[config.mk]
export PLATFORM = sky130hd
export DESIGN_NAME = dpst_core
export DESIGN_NICKNAME = d
export VERILOG_FILES = /design/src/common/dpst_pkg.sv /design/src/hw/dpst_alert_pulse.sv /design/src/hw/dpst_core.sv
export SDC_FILE = /design/constraint.sdc
export NUM_CORES = 1
export LEC_CHECK = 0
export CAP_MARGIN = 0
export CORE_ASPECT_RATIO = 0.6
export CORE_MARGIN = 10
export CORE_UTILIZATION = 60
export CTS_CLUSTER_DIAMETER = 100
export DETAILED_ROUTE_END_ITERATION = 7
export DONT_BUFFER_PORTS = 1
export GPL_TIMING_DRIVEN = 0
export PLACE_DENSITY = 0.86
export SLEW_MARGIN = 20
export SYNTH_ARGS = -nofsm -noshare
export SYNTH_HDL_FRONTEND = slang
export SYNTH_SLANG_ARGS = --single-unit
[constraint.sdc]
create_clock -name ref_clk_in -period 5.8 [get_ports ref_clk_in]
set_clock_uncertainty 0.2 [all_clocks]
set_input_delay 1.16 -clock ref_clk_in [delete_from_list [all_inputs] [get_ports ref_clk_in]]
set_output_delay 1.16 -clock ref_clk_in [all_outputs]
set_load 0.03 [all_outputs]
[src/common/dpst_pkg.sv]
// Functional notes
// Allow 1024 cycles for initial calibration.
// Long calibration 512, short calibration 128 cycles.
// Command path disables 4 cycles after entry.
// Power-saving entry waits update plus disable delay.
// Power-saving exit follows self-refresh exit delays.
// Reset exit waits max(5 cycles, refresh+10ns).
// Self-refresh exit waits refresh+10ns, DLL lock.
// Aborted self-refresh uses shorter exit delay.
// Self-refresh clock-enable low lasts pulse plus one.
// Clock stays valid around power-state changes.
// Power-down exit waits max(4 cycles, 6ns).
// Each clock-enable level lasts max(3 cycles, 5ns).
// Power-down lasts pulse width, below nine intervals.
// Activate, precharge, refresh need 2 cycles first.
// Read needs read latency plus 5 first.
// Write needs latency, burst, recovery cycles first.
// Addressed mode-register writes spaced 16 cycles, 10ns.
// Write leveling strobe waits 25, edge 40.
// Parity error alert pulse lasts 56 to 128.
// Alert asserts within parity latency plus 6ns.
// Commands near parity error may be dropped.
// Persistent parity: deselects within 57 cycles of alert.
// Mode-register update delay is max(24 cycles, 15ns).
// Controller counts each constraint before issuing. The model only counts CKE_HOLD_CYC deselects after a clock-enable change.
package dpst_pkg;

  // ----------------------------------------------------------------
  // Clock and timing
  // ----------------------------------------------------------------
  localparam int CLK_PERIOD_PS = 25000;
  localparam int PAR_LAT_CYC = 4;
  localparam int ALERT_ON_EXTRA_NS = 6;
  localparam int ALERT_ON_EXTRA_RAW = (ALERT_ON_EXTRA_NS * 1000) / CLK_PERIOD_PS;
  localparam int ALERT_ON_EXTRA_CYC = (ALERT_ON_EXTRA_RAW < 1) ? 1 : ALERT_ON_EXTRA_RAW;
  localparam int ALERT_ON_MAX_CYC = PAR_LAT_CYC + ALERT_ON_EXTRA_CYC;
  localparam int ALERT_PW_MIN_CYC = 56;
  localparam int ALERT_PW_MAX_CYC = 128;
  localparam logic [6:0] ALERT_PW_CYC = 7'h40;
  localparam logic [2:0] CPDED_CYC = 3'h4;
  localparam logic [2:0] PAR_BLANK_CYC = 3'h4;
  localparam logic [10:0] ZQ_INIT_CYC = 11'h400;
  localparam logic [10:0] ZQ_LONG_CYC = 11'h200;
  localparam logic [10:0] ZQ_SHORT_CYC = 11'h080;

  // ----------------------------------------------------------------
  // Command codes
  // ----------------------------------------------------------------
  localparam logic [2:0] CMD_DESELECT = 3'h0;
  localparam logic [2:0] CMD_ZQ_LONG = 3'h2;
  localparam logic [2:0] CMD_ZQ_SHORT = 3'h3;
  localparam logic [2:0] CMD_MAX_POWER_SAVING_MODE_ENTER = 3'h4;

  // ----------------------------------------------------------------
  // Power states
  // ----------------------------------------------------------------
  typedef enum logic [1:0] {
    PWR_ACTIVE = 2'b00,
    PWR_DRAIN = 2'b01,
    PWR_OFF = 2'b11
  } dpst_pwr_t;

endpackage : dpst_pkg

[src/hw/dpst_alert_pulse.sv]
`timescale 1ns/1ps
module dpst_alert_pulse
  import dpst_pkg::*;
(
  // Clock and reset
  input wire logic ref_clk_in,
  input wire logic rst_b_in,
  // Trigger
  input wire logic trig_in,
  // Alert pin
  output logic alert_b_out
);

  logic [6:0] cnt_q;

  // ----------------------------------------------------------------
  // Alert pulse
  // ----------------------------------------------------------------
  // A trigger while the pulse runs is ignored; the pulse has a fixed width.
  always_ff @(posedge ref_clk_in or negedge rst_b_in) begin
    if (!rst_b_in) begin
      cnt_q <= 7'h00;
      alert_b_out <= 1'b1;
    end else if (alert_b_out && trig_in) begin
      cnt_q <= ALERT_PW_CYC - 7'h01;
      alert_b_out <= 1'b0;
    end else if (!alert_b_out) begin
      if (cnt_q == 7'h00) begin
        alert_b_out <= 1'b1;
      end else begin
        cnt_q <= cnt_q - 7'h01;
      end
    end
  end

endmodule : dpst_alert_pulse

[src/hw/dpst_core.sv]
`timescale 1ns/1ps
module dpst_core
  import dpst_pkg::*;
(
  // Clock and reset
  input wire logic ref_clk_in,
  input wire logic rst_b_in,
  // Clock enable pin
  input wire logic cke_in,
  // Command stream
  input wire logic cmd_valid_in,
  input wire logic [2:0] cmd_code_in,
  // Parity check
  input wire logic parity_en_in,
  input wire logic parity_err_in,
  input wire logic persist_par_in,
  // Executed command
  output logic cmd_exec_out,
  output logic [2:0] cmd_code_out,
  // Status
  output logic cmd_path_on_out,
  output logic zq_busy_out,
  output logic alert_b_out
);

  dpst_pwr_t pwr_q;
  logic cke_q;
  logic [2:0] drain_q;
  logic [2:0] blank_q;
  logic [10:0] zq_q;
  logic err_hit;
  logic accept;
  logic enter_req;

  // ----------------------------------------------------------------
  // Command qualification
  // ----------------------------------------------------------------
  always_comb begin
    err_hit = cmd_valid_in && parity_en_in && parity_err_in && (persist_par_in || alert_b_out);
    accept = cmd_valid_in && (cmd_code_in != CMD_DESELECT) && (pwr_q != PWR_OFF)
      && !err_hit && (blank_q == 3'h0);
    enter_req = (cke_q && !cke_in) || (accept && (cmd_code_in == CMD_MAX_POWER_SAVING_MODE_ENTER));
  end

  // ----------------------------------------------------------------
  // Parity blanking window
  // ----------------------------------------------------------------
  always_ff @(posedge ref_clk_in or negedge rst_b_in) begin
    if (!rst_b_in) begin
      blank_q <= 3'h0;
    end else if (err_hit) begin
      blank_q <= PAR_BLANK_CYC;
    end else if (blank_q != 3'h0) begin
      blank_q <= blank_q - 3'h1;
    end
  end

  dpst_alert_pulse u_alert (
    .ref_clk_in(ref_clk_in),
    .rst_b_in(rst_b_in),
    .trig_in(err_hit),
    .alert_b_out(alert_b_out)
  );

  // ----------------------------------------------------------------
  // Power state and command path
  // ----------------------------------------------------------------
  always_ff @(posedge ref_clk_in or negedge rst_b_in) begin
    if (!rst_b_in) begin
      cke_q <= 1'b0;
    end else begin
      cke_q <= cke_in;
    end
  end

  always_ff @(posedge ref_clk_in or negedge rst_b_in) begin
    if (!rst_b_in) begin
      pwr_q <= PWR_ACTIVE;
      drain_q <= 3'h0;
      cmd_path_on_out <= 1'b1;
    end else begin
      case (pwr_q)
        PWR_ACTIVE: begin
          if (enter_req) begin
            pwr_q <= PWR_DRAIN;
            drain_q <= CPDED_CYC - 3'h1;
          end
        end
        PWR_DRAIN: begin
          if (drain_q == 3'h0) begin
            pwr_q <= PWR_OFF;
            cmd_path_on_out <= 1'b0;
          end else begin
            drain_q <= drain_q - 3'h1;
          end
        end
        PWR_OFF: begin
          if (cke_in && !cke_q) begin
            pwr_q <= PWR_ACTIVE;
            cmd_path_on_out <= 1'b1;
          end
        end
        default: begin
          pwr_q <= PWR_ACTIVE;
          cmd_path_on_out <= 1'b1;
        end
      endcase
    end
  end

  // ----------------------------------------------------------------
  // Calibration busy
  // ----------------------------------------------------------------
  // The initial calibration runs from reset release; later requests are
  // ignored while one is still running.
  always_ff @(posedge ref_clk_in or negedge rst_b_in) begin
    if (!rst_b_in) begin
      zq_q <= ZQ_INIT_CYC;
      zq_busy_out <= 1'b1;
    end else if (zq_q != 11'h000) begin
      zq_q <= zq_q - 11'h001;
      zq_busy_out <= (zq_q != 11'h001);
    end else if (accept && (cmd_code_in == CMD_ZQ_LONG)) begin
      zq_q <= ZQ_LONG_CYC;
      zq_busy_out <= 1'b1;
    end else if (accept && (cmd_code_in == CMD_ZQ_SHORT)) begin
      zq_q <= ZQ_SHORT_CYC;
      zq_busy_out <= 1'b1;
    end else begin
      zq_busy_out <= 1'b0;
    end
  end

  // ----------------------------------------------------------------
  // Executed command output
  // ----------------------------------------------------------------
  always_ff @(posedge ref_clk_in or negedge rst_b_in) begin
    if (!rst_b_in) begin
      cmd_exec_out <= 1'b0;
      cmd_code_out <= CMD_DESELECT;
    end else begin
      cmd_exec_out <= accept;
      cmd_code_out <= accept ? cmd_code_in : CMD_DESELECT;
    end
  end

endmodule : dpst_core

==> impl_metrics.env, run 1 <==
export IMPL_outcome="finished, final reports clean"
export IMPL_wl_met1_um=1550
export IMPL_p_per_area_nw_per_um2=427
export IMPL_h_tree_depth=2
export IMPL_clk_pin_slew_worst_paths_ns=0.07
export IMPL_dp_cells=200
export IMPL_num_rows=14
export IMPL_synth_adder_area_share_pct=5.78
export IMPL_synth_cell_types=52
export IMPL_post_cts_resized=0
export IMPL_grt_pass1_vias=1193
export IMPL_p_switching_uw=273
export IMPL_p_leak_nw=0.819
export IMPL_fin_area_sq_um=1890
export IMPL_drv_cap=0
export IMPL_synth_top_family_by_area="simple AND/OR/NAND/NOR gates"
export IMPL_yosysSeqAreaShare_pct=49.4
export IMPL_finalCritPeriodShare_pct=40.5
export IMPL_worst_hold_path_type="reg -> reg"
export IMPL_power_frac_clock_pct=26.7
export IMPL_synth_xor_area_share_pct=2.53
export IMPL_gp_congestion=0.829
export IMPL_dr_pass1_iters=4
export IMPL_cts_sinks=34
export IMPL_wl_met3_um=254
export IMPL_cts_buffer_depth=2
export IMPL_die_area_sq_um=5510
export IMPL_layout_common_cells="dfrtp_1 (30), nor2_1 (21), inv_1 (10), o21ai_0 (10), ha_1 (8)"
export IMPL_drive_gt1_share_pct=11.4
export IMPL_via_per_inst=6.16
export IMPL_synthMuxAreaShare_pct=3.25
export IMPL_dr_wl_met2_um=1440
export IMPL_nFillCells=196
export IMPL_drt_iter0_markers=64
export IMPL_ys_ff_latch=34
export IMPL_max_freq_mhz=426
export IMPL_hold_violations=0
export IMPL_placed_area_sq_um=1770
export IMPL_cp_depth=0
export IMPL_synth_ff_type="dfrtp_1"
export IMPL_cp_end_kind="output pin"
export IMPL_netSwitchingFraction_pct=33.9
export IMPL_rr_worst_depth=6
export IMPL_crit_fanout=9
export IMPL_die_h_um=61.6
export IMPL_fin_crit_ns=2.35
export IMPL_coreArea_sq_um=2630
export IMPL_p_total_uw=806
export IMPL_layout_nets=193
export IMPL_grt_usage_pct=12.8
export IMPL_async_flop_share_pct=100
export IMPL_stdcell_count=208
export IMPL_multiInputGateArea_sq_um=822
export IMPL_port_buffers=0
export IMPL_rsz0062_at_grt="false"
export IMPL_clockRootBuffer="clkbuf_8"
export IMPL_worst_slack_ns=3.45
export IMPL_tns_ns=0
export IMPL_drc=0
export IMPL_worst_setup_path_start_kind="flip-flop"
export IMPL_synth_cell_area_sq_um=1730
export IMPL_relSlewSlack_pct=60.4
export IMPL_worst_slew_pin_slew_ns=0.594
export IMPL_highest_layer="met4"
export IMPL_vias=1282
export IMPL_grt_max_degree=35
export IMPL_critPathArrivalTime_ns=0.99
export IMPL_synth_simple_area_share_pct=23.0
export IMPL_numCtsBuffers=5
export IMPL_grt_first_pass_wirelength_um=5350
export IMPL_whs_path_depth=1
export IMPL_layout_commonest_cell="dfrtp_1"
export IMPL_syn_num_nets=186
export IMPL_insertedDiodeCount=0
export IMPL_p_int_uw=533
export IMPL_ys_warn_count=0
export IMPL_postCtsHoldBufs=0
export IMPL_syn2layout_area_growth_pct=8.88
export IMPL_grt_ovfl_total=0
export IMPL_antenna_found_initial=0
export IMPL_pwr_share_seq_pct=44.6
export IMPL_seqCellArea_sq_um=856
export IMPL_cts_setup_buffers=0
export IMPL_clock_latency_ns=0.29
export IMPL_io_pins=17
export IMPL_cts_tree="yes"
export IMPL_maxSlewViolCount=0
export IMPL_dp_slack_ns=3.27
export IMPL_setup_violations=0
export IMPL_ir_drop_v=0.000250
export IMPL_dp_hpwl_um=2490
export IMPL_netlist_instances=168
export IMPL_synth_compound_area_share_pct=12.9
export IMPL_wire_per_inst_um=15.8
export IMPL_critPathKind="reg -> out"
export IMPL_die_w_um=89.4
export IMPL_pwr_share_comb_pct=28.7
export IMPL_synth_edf_count=0
export IMPL_wl_um=3280
export IMPL_crit_required_ns=4.44
export IMPL_initial_core_util_pct=66.0
export IMPL_avgSynthCellArea_sq_um=10.3
export IMPL_antenna_left=0
power groups by stage:
stage,clock network [mW],logic [mW],registers [mW]
floorplan,0,0.189,0.349
global route,0.229,0.265,0.368
detailed placement,0,0.228,0.362
global placement,0,0.209,0.358
finish,0.215,0.231,0.359
CTS,0.220,0.231,0.358
per-layer routing:
layer  vias up  global-route usage [%]
li1        617                       -
met1       623                    15.3
met2        36                    19.7
met3         6                    5.93
met4         0                    5.63
met5         -                       0
cells in the mapped netlist (all sizes together) (2+ instances only):
cell     instances  area (sq um)
dfstp            4           105
o21ai           10          50.1
and2             3          18.8
nor2            21          78.8
mux2             2          26.3
nand4            3          18.8
a21o             2          15.0
inv             10          37.5
dfrtp           30           751
a2bb2oi          2          17.5
xnor2            4          35.0
ha               8           100
nand2b           4          25.0
o31ai            2          15.0
buf              2          8.75
mux2i            3          30.0
clkbuf           2          8.75
nand3b           2          15.0
nor3             6          30.0
or4              3          26.3
a21oi            7          35.0
a211oi           2          15.0
nor2b            4          25.0
nand2            6          22.5
nand3            3          15.0
state kept, by name, indices dropped and copies added, names as in the netlist:
name                 cells
zq_q                    11
u_alert.cnt_q            7
blank_q                  3
cmd_code_out             3
drain_q                  3
pwr_q                    2
cke_q                    1
cmd_exec_out             1
cmd_path_on_out          1
u_alert.alert_b_out      1
zq_busy_out              1
through the flow:
stage | hold WS (ns) | util, %
after CTS | 0.318 | 71.8
final | 0.318 | 71.8
after detailed placement | 0.305 | 67.5
after floorplan | 0.266 | -
after global placement | 0.287 | 67.5
after global routing | 0.338 | 71.8
path summary, 6_finish.rpt:
path | from | to | slack, ns
worst max-delay path | u_alert.alert_b_out$_DFF_PN1_ | alert_b_out | 3.45
worst min-delay path | u_alert.cnt_q[5]$_DFFE_PN0P_ | u_alert.cnt_q[5]$_DFFE_PN0P_ | 0.32
worst max register to register | zq_q[0]$_DFFE_PN0P_ | zq_q[9]$_DFFE_PN0P_ | 3.48
worst min register to register | u_alert.cnt_q[5]$_DFFE_PN0P_ | u_alert.cnt_q[5]$_DFFE_PN0P_ | 0.32
max in group asynchronous | rst_b_in | zq_busy_out$_DFF_PN1_ | 4.85
min in group asynchronous | rst_b_in | zq_q[7]$_DFFE_PN0P_ | 0.36
area by class of cell:
cell class / count / share of cell area [%]
multi-input combinational: 120 / 43.6
tap: 32 / 2.12
clock inverter: 3 / 2.39
buffer: 4 / 0.928
inverter: 10 / 1.99
clock buffer: 5 / 3.65
sequential: 34 / 45.4
kinds of logic (layout without fill, tap and decap cells):
group,Yosys count,in the layout
AO/OA/AOI/OAI,34,34
XOR/XNOR,5,5
adder cells (fa/ha/maj),8,8
buffers and inverters,14,22
flip-flops,34,34
multiplexers,5,5
AND/OR/NAND/NOR,68,68
worst reg2reg max path: cells and delay by family (launching register included):
kind                       cells  cell delay, ns
DFF                            1            0.44
adders and majority gates      1            0.19
muxes                          1            0.35
buffers and inverters          2            0.25
and+or+nand+nor                2            0.76
No activity file was read; power rests on OpenSTA's default activity.
==> run 2, diff against run 1 <==
- clock period: 5.8 -> 2.3 ns (I/O delays scaled with it)
==> run 2 against run 1 <==
Net effect: die area did not move; first-iteration DRC count rose by 27%; sequential power rose to 2.5 times the previous value; final area rose by 3.4%; utilization rose by 2.4 points; power rose to 2.6 times the previous value; non-clock buffer count rose by 5; combinational power rose to 2.6 times the previous value; worst setup slack got worse by 3.3 ns; sequential share of layout area fell by 1.5 points; largest power group unchanged.
==> impl_metrics.env, run 2 (same netlist as run 1, synthesis figures left out) <==
export IMPL_grt_pass1_vias=1228
export IMPL_timing_rr_start="zq_q[0]$_DFFE_PN0P_"
export IMPL_rr_worst_depth=8
export IMPL_stdcell_count=213
export IMPL_numCtsBuffers=5
export IMPL_layout_nets=198
export IMPL_relSlewSlack_pct=63.0
export IMPL_crit_chain="inv_1 > ha_1 > or3b_1 > buf_2 > nor4_4 > buf_4 > nand3_1 > o21ai_0"
export IMPL_whs_path_depth=1
export IMPL_critPathKind="reg -> reg"
export IMPL_fin_crit_ns=2.15
export IMPL_placed_area_sq_um=1770
export IMPL_power_frac_clock_pct=26.2
export IMPL_fin_area_sq_um=1950
export IMPL_port_buffers=0
export IMPL_grt_ovfl_total=0
export IMPL_layout_commonest_cell="dfrtp_1"
export IMPL_cts_sinks=34
export IMPL_hold_violations=0
export IMPL_crit_required_ns=2.30
export IMPL_cts_tree="yes"
export IMPL_antenna_left=0
export IMPL_regMostFlops="zq_q"
export IMPL_die_w_um=89.4
export IMPL_drt_iter0_markers=81
export IMPL_path_buf_inv=3
export IMPL_nFillCells=183
export IMPL_via_per_inst=6.15
export IMPL_layout_common_cells="dfrtp_1 (30), nor2_1 (20), inv_1 (10), o21ai_0 (10), ha_1 (8)"
export IMPL_crit_fanout=6
export IMPL_coreArea_sq_um=2630
export IMPL_tns_ns=0
export IMPL_maxSlewViolCount=0
export IMPL_drive_gt1_share_pct=13.8
export IMPL_cp_depth=8
export IMPL_clk_pin_slew_worst_paths_ns=0.07
export IMPL_critPathArrivalTime_ns=2.15
export IMPL_finalCritPeriodShare_pct=93.6
export IMPL_dp_cells=200
export IMPL_io_pins=17
export IMPL_netSwitchingFraction_pct=34.5
export IMPL_pwr_share_comb_pct=29.5
export IMPL_cts_buffer_depth=2
export IMPL_largest_reg_flops=11
export IMPL_ir_drop_v=0.000671
export IMPL_dp_hpwl_um=2490
export IMPL_num_rows=14
export IMPL_clock_latency_ns=0.28
export IMPL_drc=0
export IMPL_critPathLaunch="zq_q[0]$_DFFE_PN0P_"
export IMPL_cp_end_kind="flip-flop"
export IMPL_grt_usage_pct=13.4
export IMPL_h_tree_depth=2
export IMPL_p_switching_uw=711
export IMPL_clockRootBuffer="clkbuf_8"
export IMPL_drv_cap=0
export IMPL_r2r_slack_ns=0.15
export IMPL_p_per_area_nw_per_um2=1060
export IMPL_grt_first_pass_wirelength_um=5620
export IMPL_dr_pass1_iters=4
export IMPL_vias=1310
export IMPL_critPathMaxStageDelay_ns=0.44
export IMPL_slowest_stage="dfrtp_1"
export IMPL_initial_core_util_pct=66.0
export IMPL_insertedDiodeCount=0
export IMPL_pwr_share_seq_pct=44.2
export IMPL_syn2layout_area_growth_pct=12.6
export IMPL_worst_slew_pin_slew_ns=0.555
export IMPL_grt_max_degree=35
export IMPL_r2r_end="zq_q[1]$_DFFE_PN0P_"
export IMPL_max_freq_mhz=465
export IMPL_antenna_found_initial=0
export IMPL_die_h_um=61.6
export IMPL_wl_um=3510
export IMPL_p_int_mw=1.35
export IMPL_fin_hold_ws_ns=0.0999
export IMPL_p_leak_nw=0.848
export IMPL_p_total_mw=2.06
export IMPL_wire_per_inst_um=16.5
export IMPL_gp_congestion=0.829
export IMPL_reg_top3="zq_q: 11 flops, u_alert.cnt_q: 7 flops"
export IMPL_worst_setup_path_start_kind="flip-flop"
export IMPL_cp_top_family="simple AND/OR/NAND/NOR gates"
export IMPL_setup_violations=0
export IMPL_outcome="finished, final reports clean"
export IMPL_rsz0062_at_grt="false"
export IMPL_die_area_sq_um=5510
export IMPL_worst_hold_path_type="in -> reg"
export IMPL_cp_endpoint="zq_q[1]$_DFFE_PN0P_"
==> run 2: repair_timing <==
action,CTS,global route
hold endpoints to repair,35,0
setup endpoints to repair,1,7
pin swaps,1,1
gates resized for setup,0,2
hold buffers,3,0
buffers inserted,2,0
gates cloned,0,0
==> run 2: layer usage <==
metal,global-route usage (%),up-vias,wire [um]
met5,0,-,0
met4,6.76,0,55
met3,5.40,8,246
met2,20.1,40,1600
met1,16.7,641,1610
li1,-,621,-
==> run 2: cell type report <==
type                       instances  area (sq um)  share of cell area [%]
buffer                             4          17.5                   0.898
clock inverter                     3          45.0                    2.31
multi-input combinational        120           831                    42.6
sequential                        34           856                    43.9
timing repair buffer               5          55.1                    2.82
clock buffer                       5          68.8                    3.53
inverter                          10          37.5                    1.92
tap                               32          40.0                    2.05
==> run 2: worst min-delay path by stage <==
stage                         startpoint                      endpoint
after floorplan                 rst_b_in        blank_q[0]$_DFFE_PN0P_
after global routing      cmd_code_in[2]        cmd_exec_out$_DFF_PN0_
after global placement          rst_b_in  u_alert.cnt_q[1]$_DFFE_PN0P_
after detailed placement        rst_b_in  u_alert.cnt_q[1]$_DFFE_PN0P_
final                     cmd_code_in[2]     cmd_code_out[2]$_DFF_PN0_
after CTS                 cmd_code_in[1]     cmd_code_out[1]$_DFF_PN0_
==> run 2: stage by stage <==
stage	setup slack, ns	utilization (%)
4_1_cts	0.0651	73.9
6_report	0.148	74.2
5_1_grt	0.0388	74.2
3_5_place_dp	0.0107	67.5
3_3_place_gp	0.0931	67.5
2_1_floorplan	0.230	-
==> run 2: power groups by stage <==
stage	Sequential (mW)	Clock [mW]	Combinational (mW)
after global placement	0.902	0	0.527
after detailed placement	0.912	0	0.576
after floorplan	0.881	0	0.476
final	0.912	0.541	0.609
after global routing	0.934	0.578	0.696
after CTS	0.903	0.554	0.602
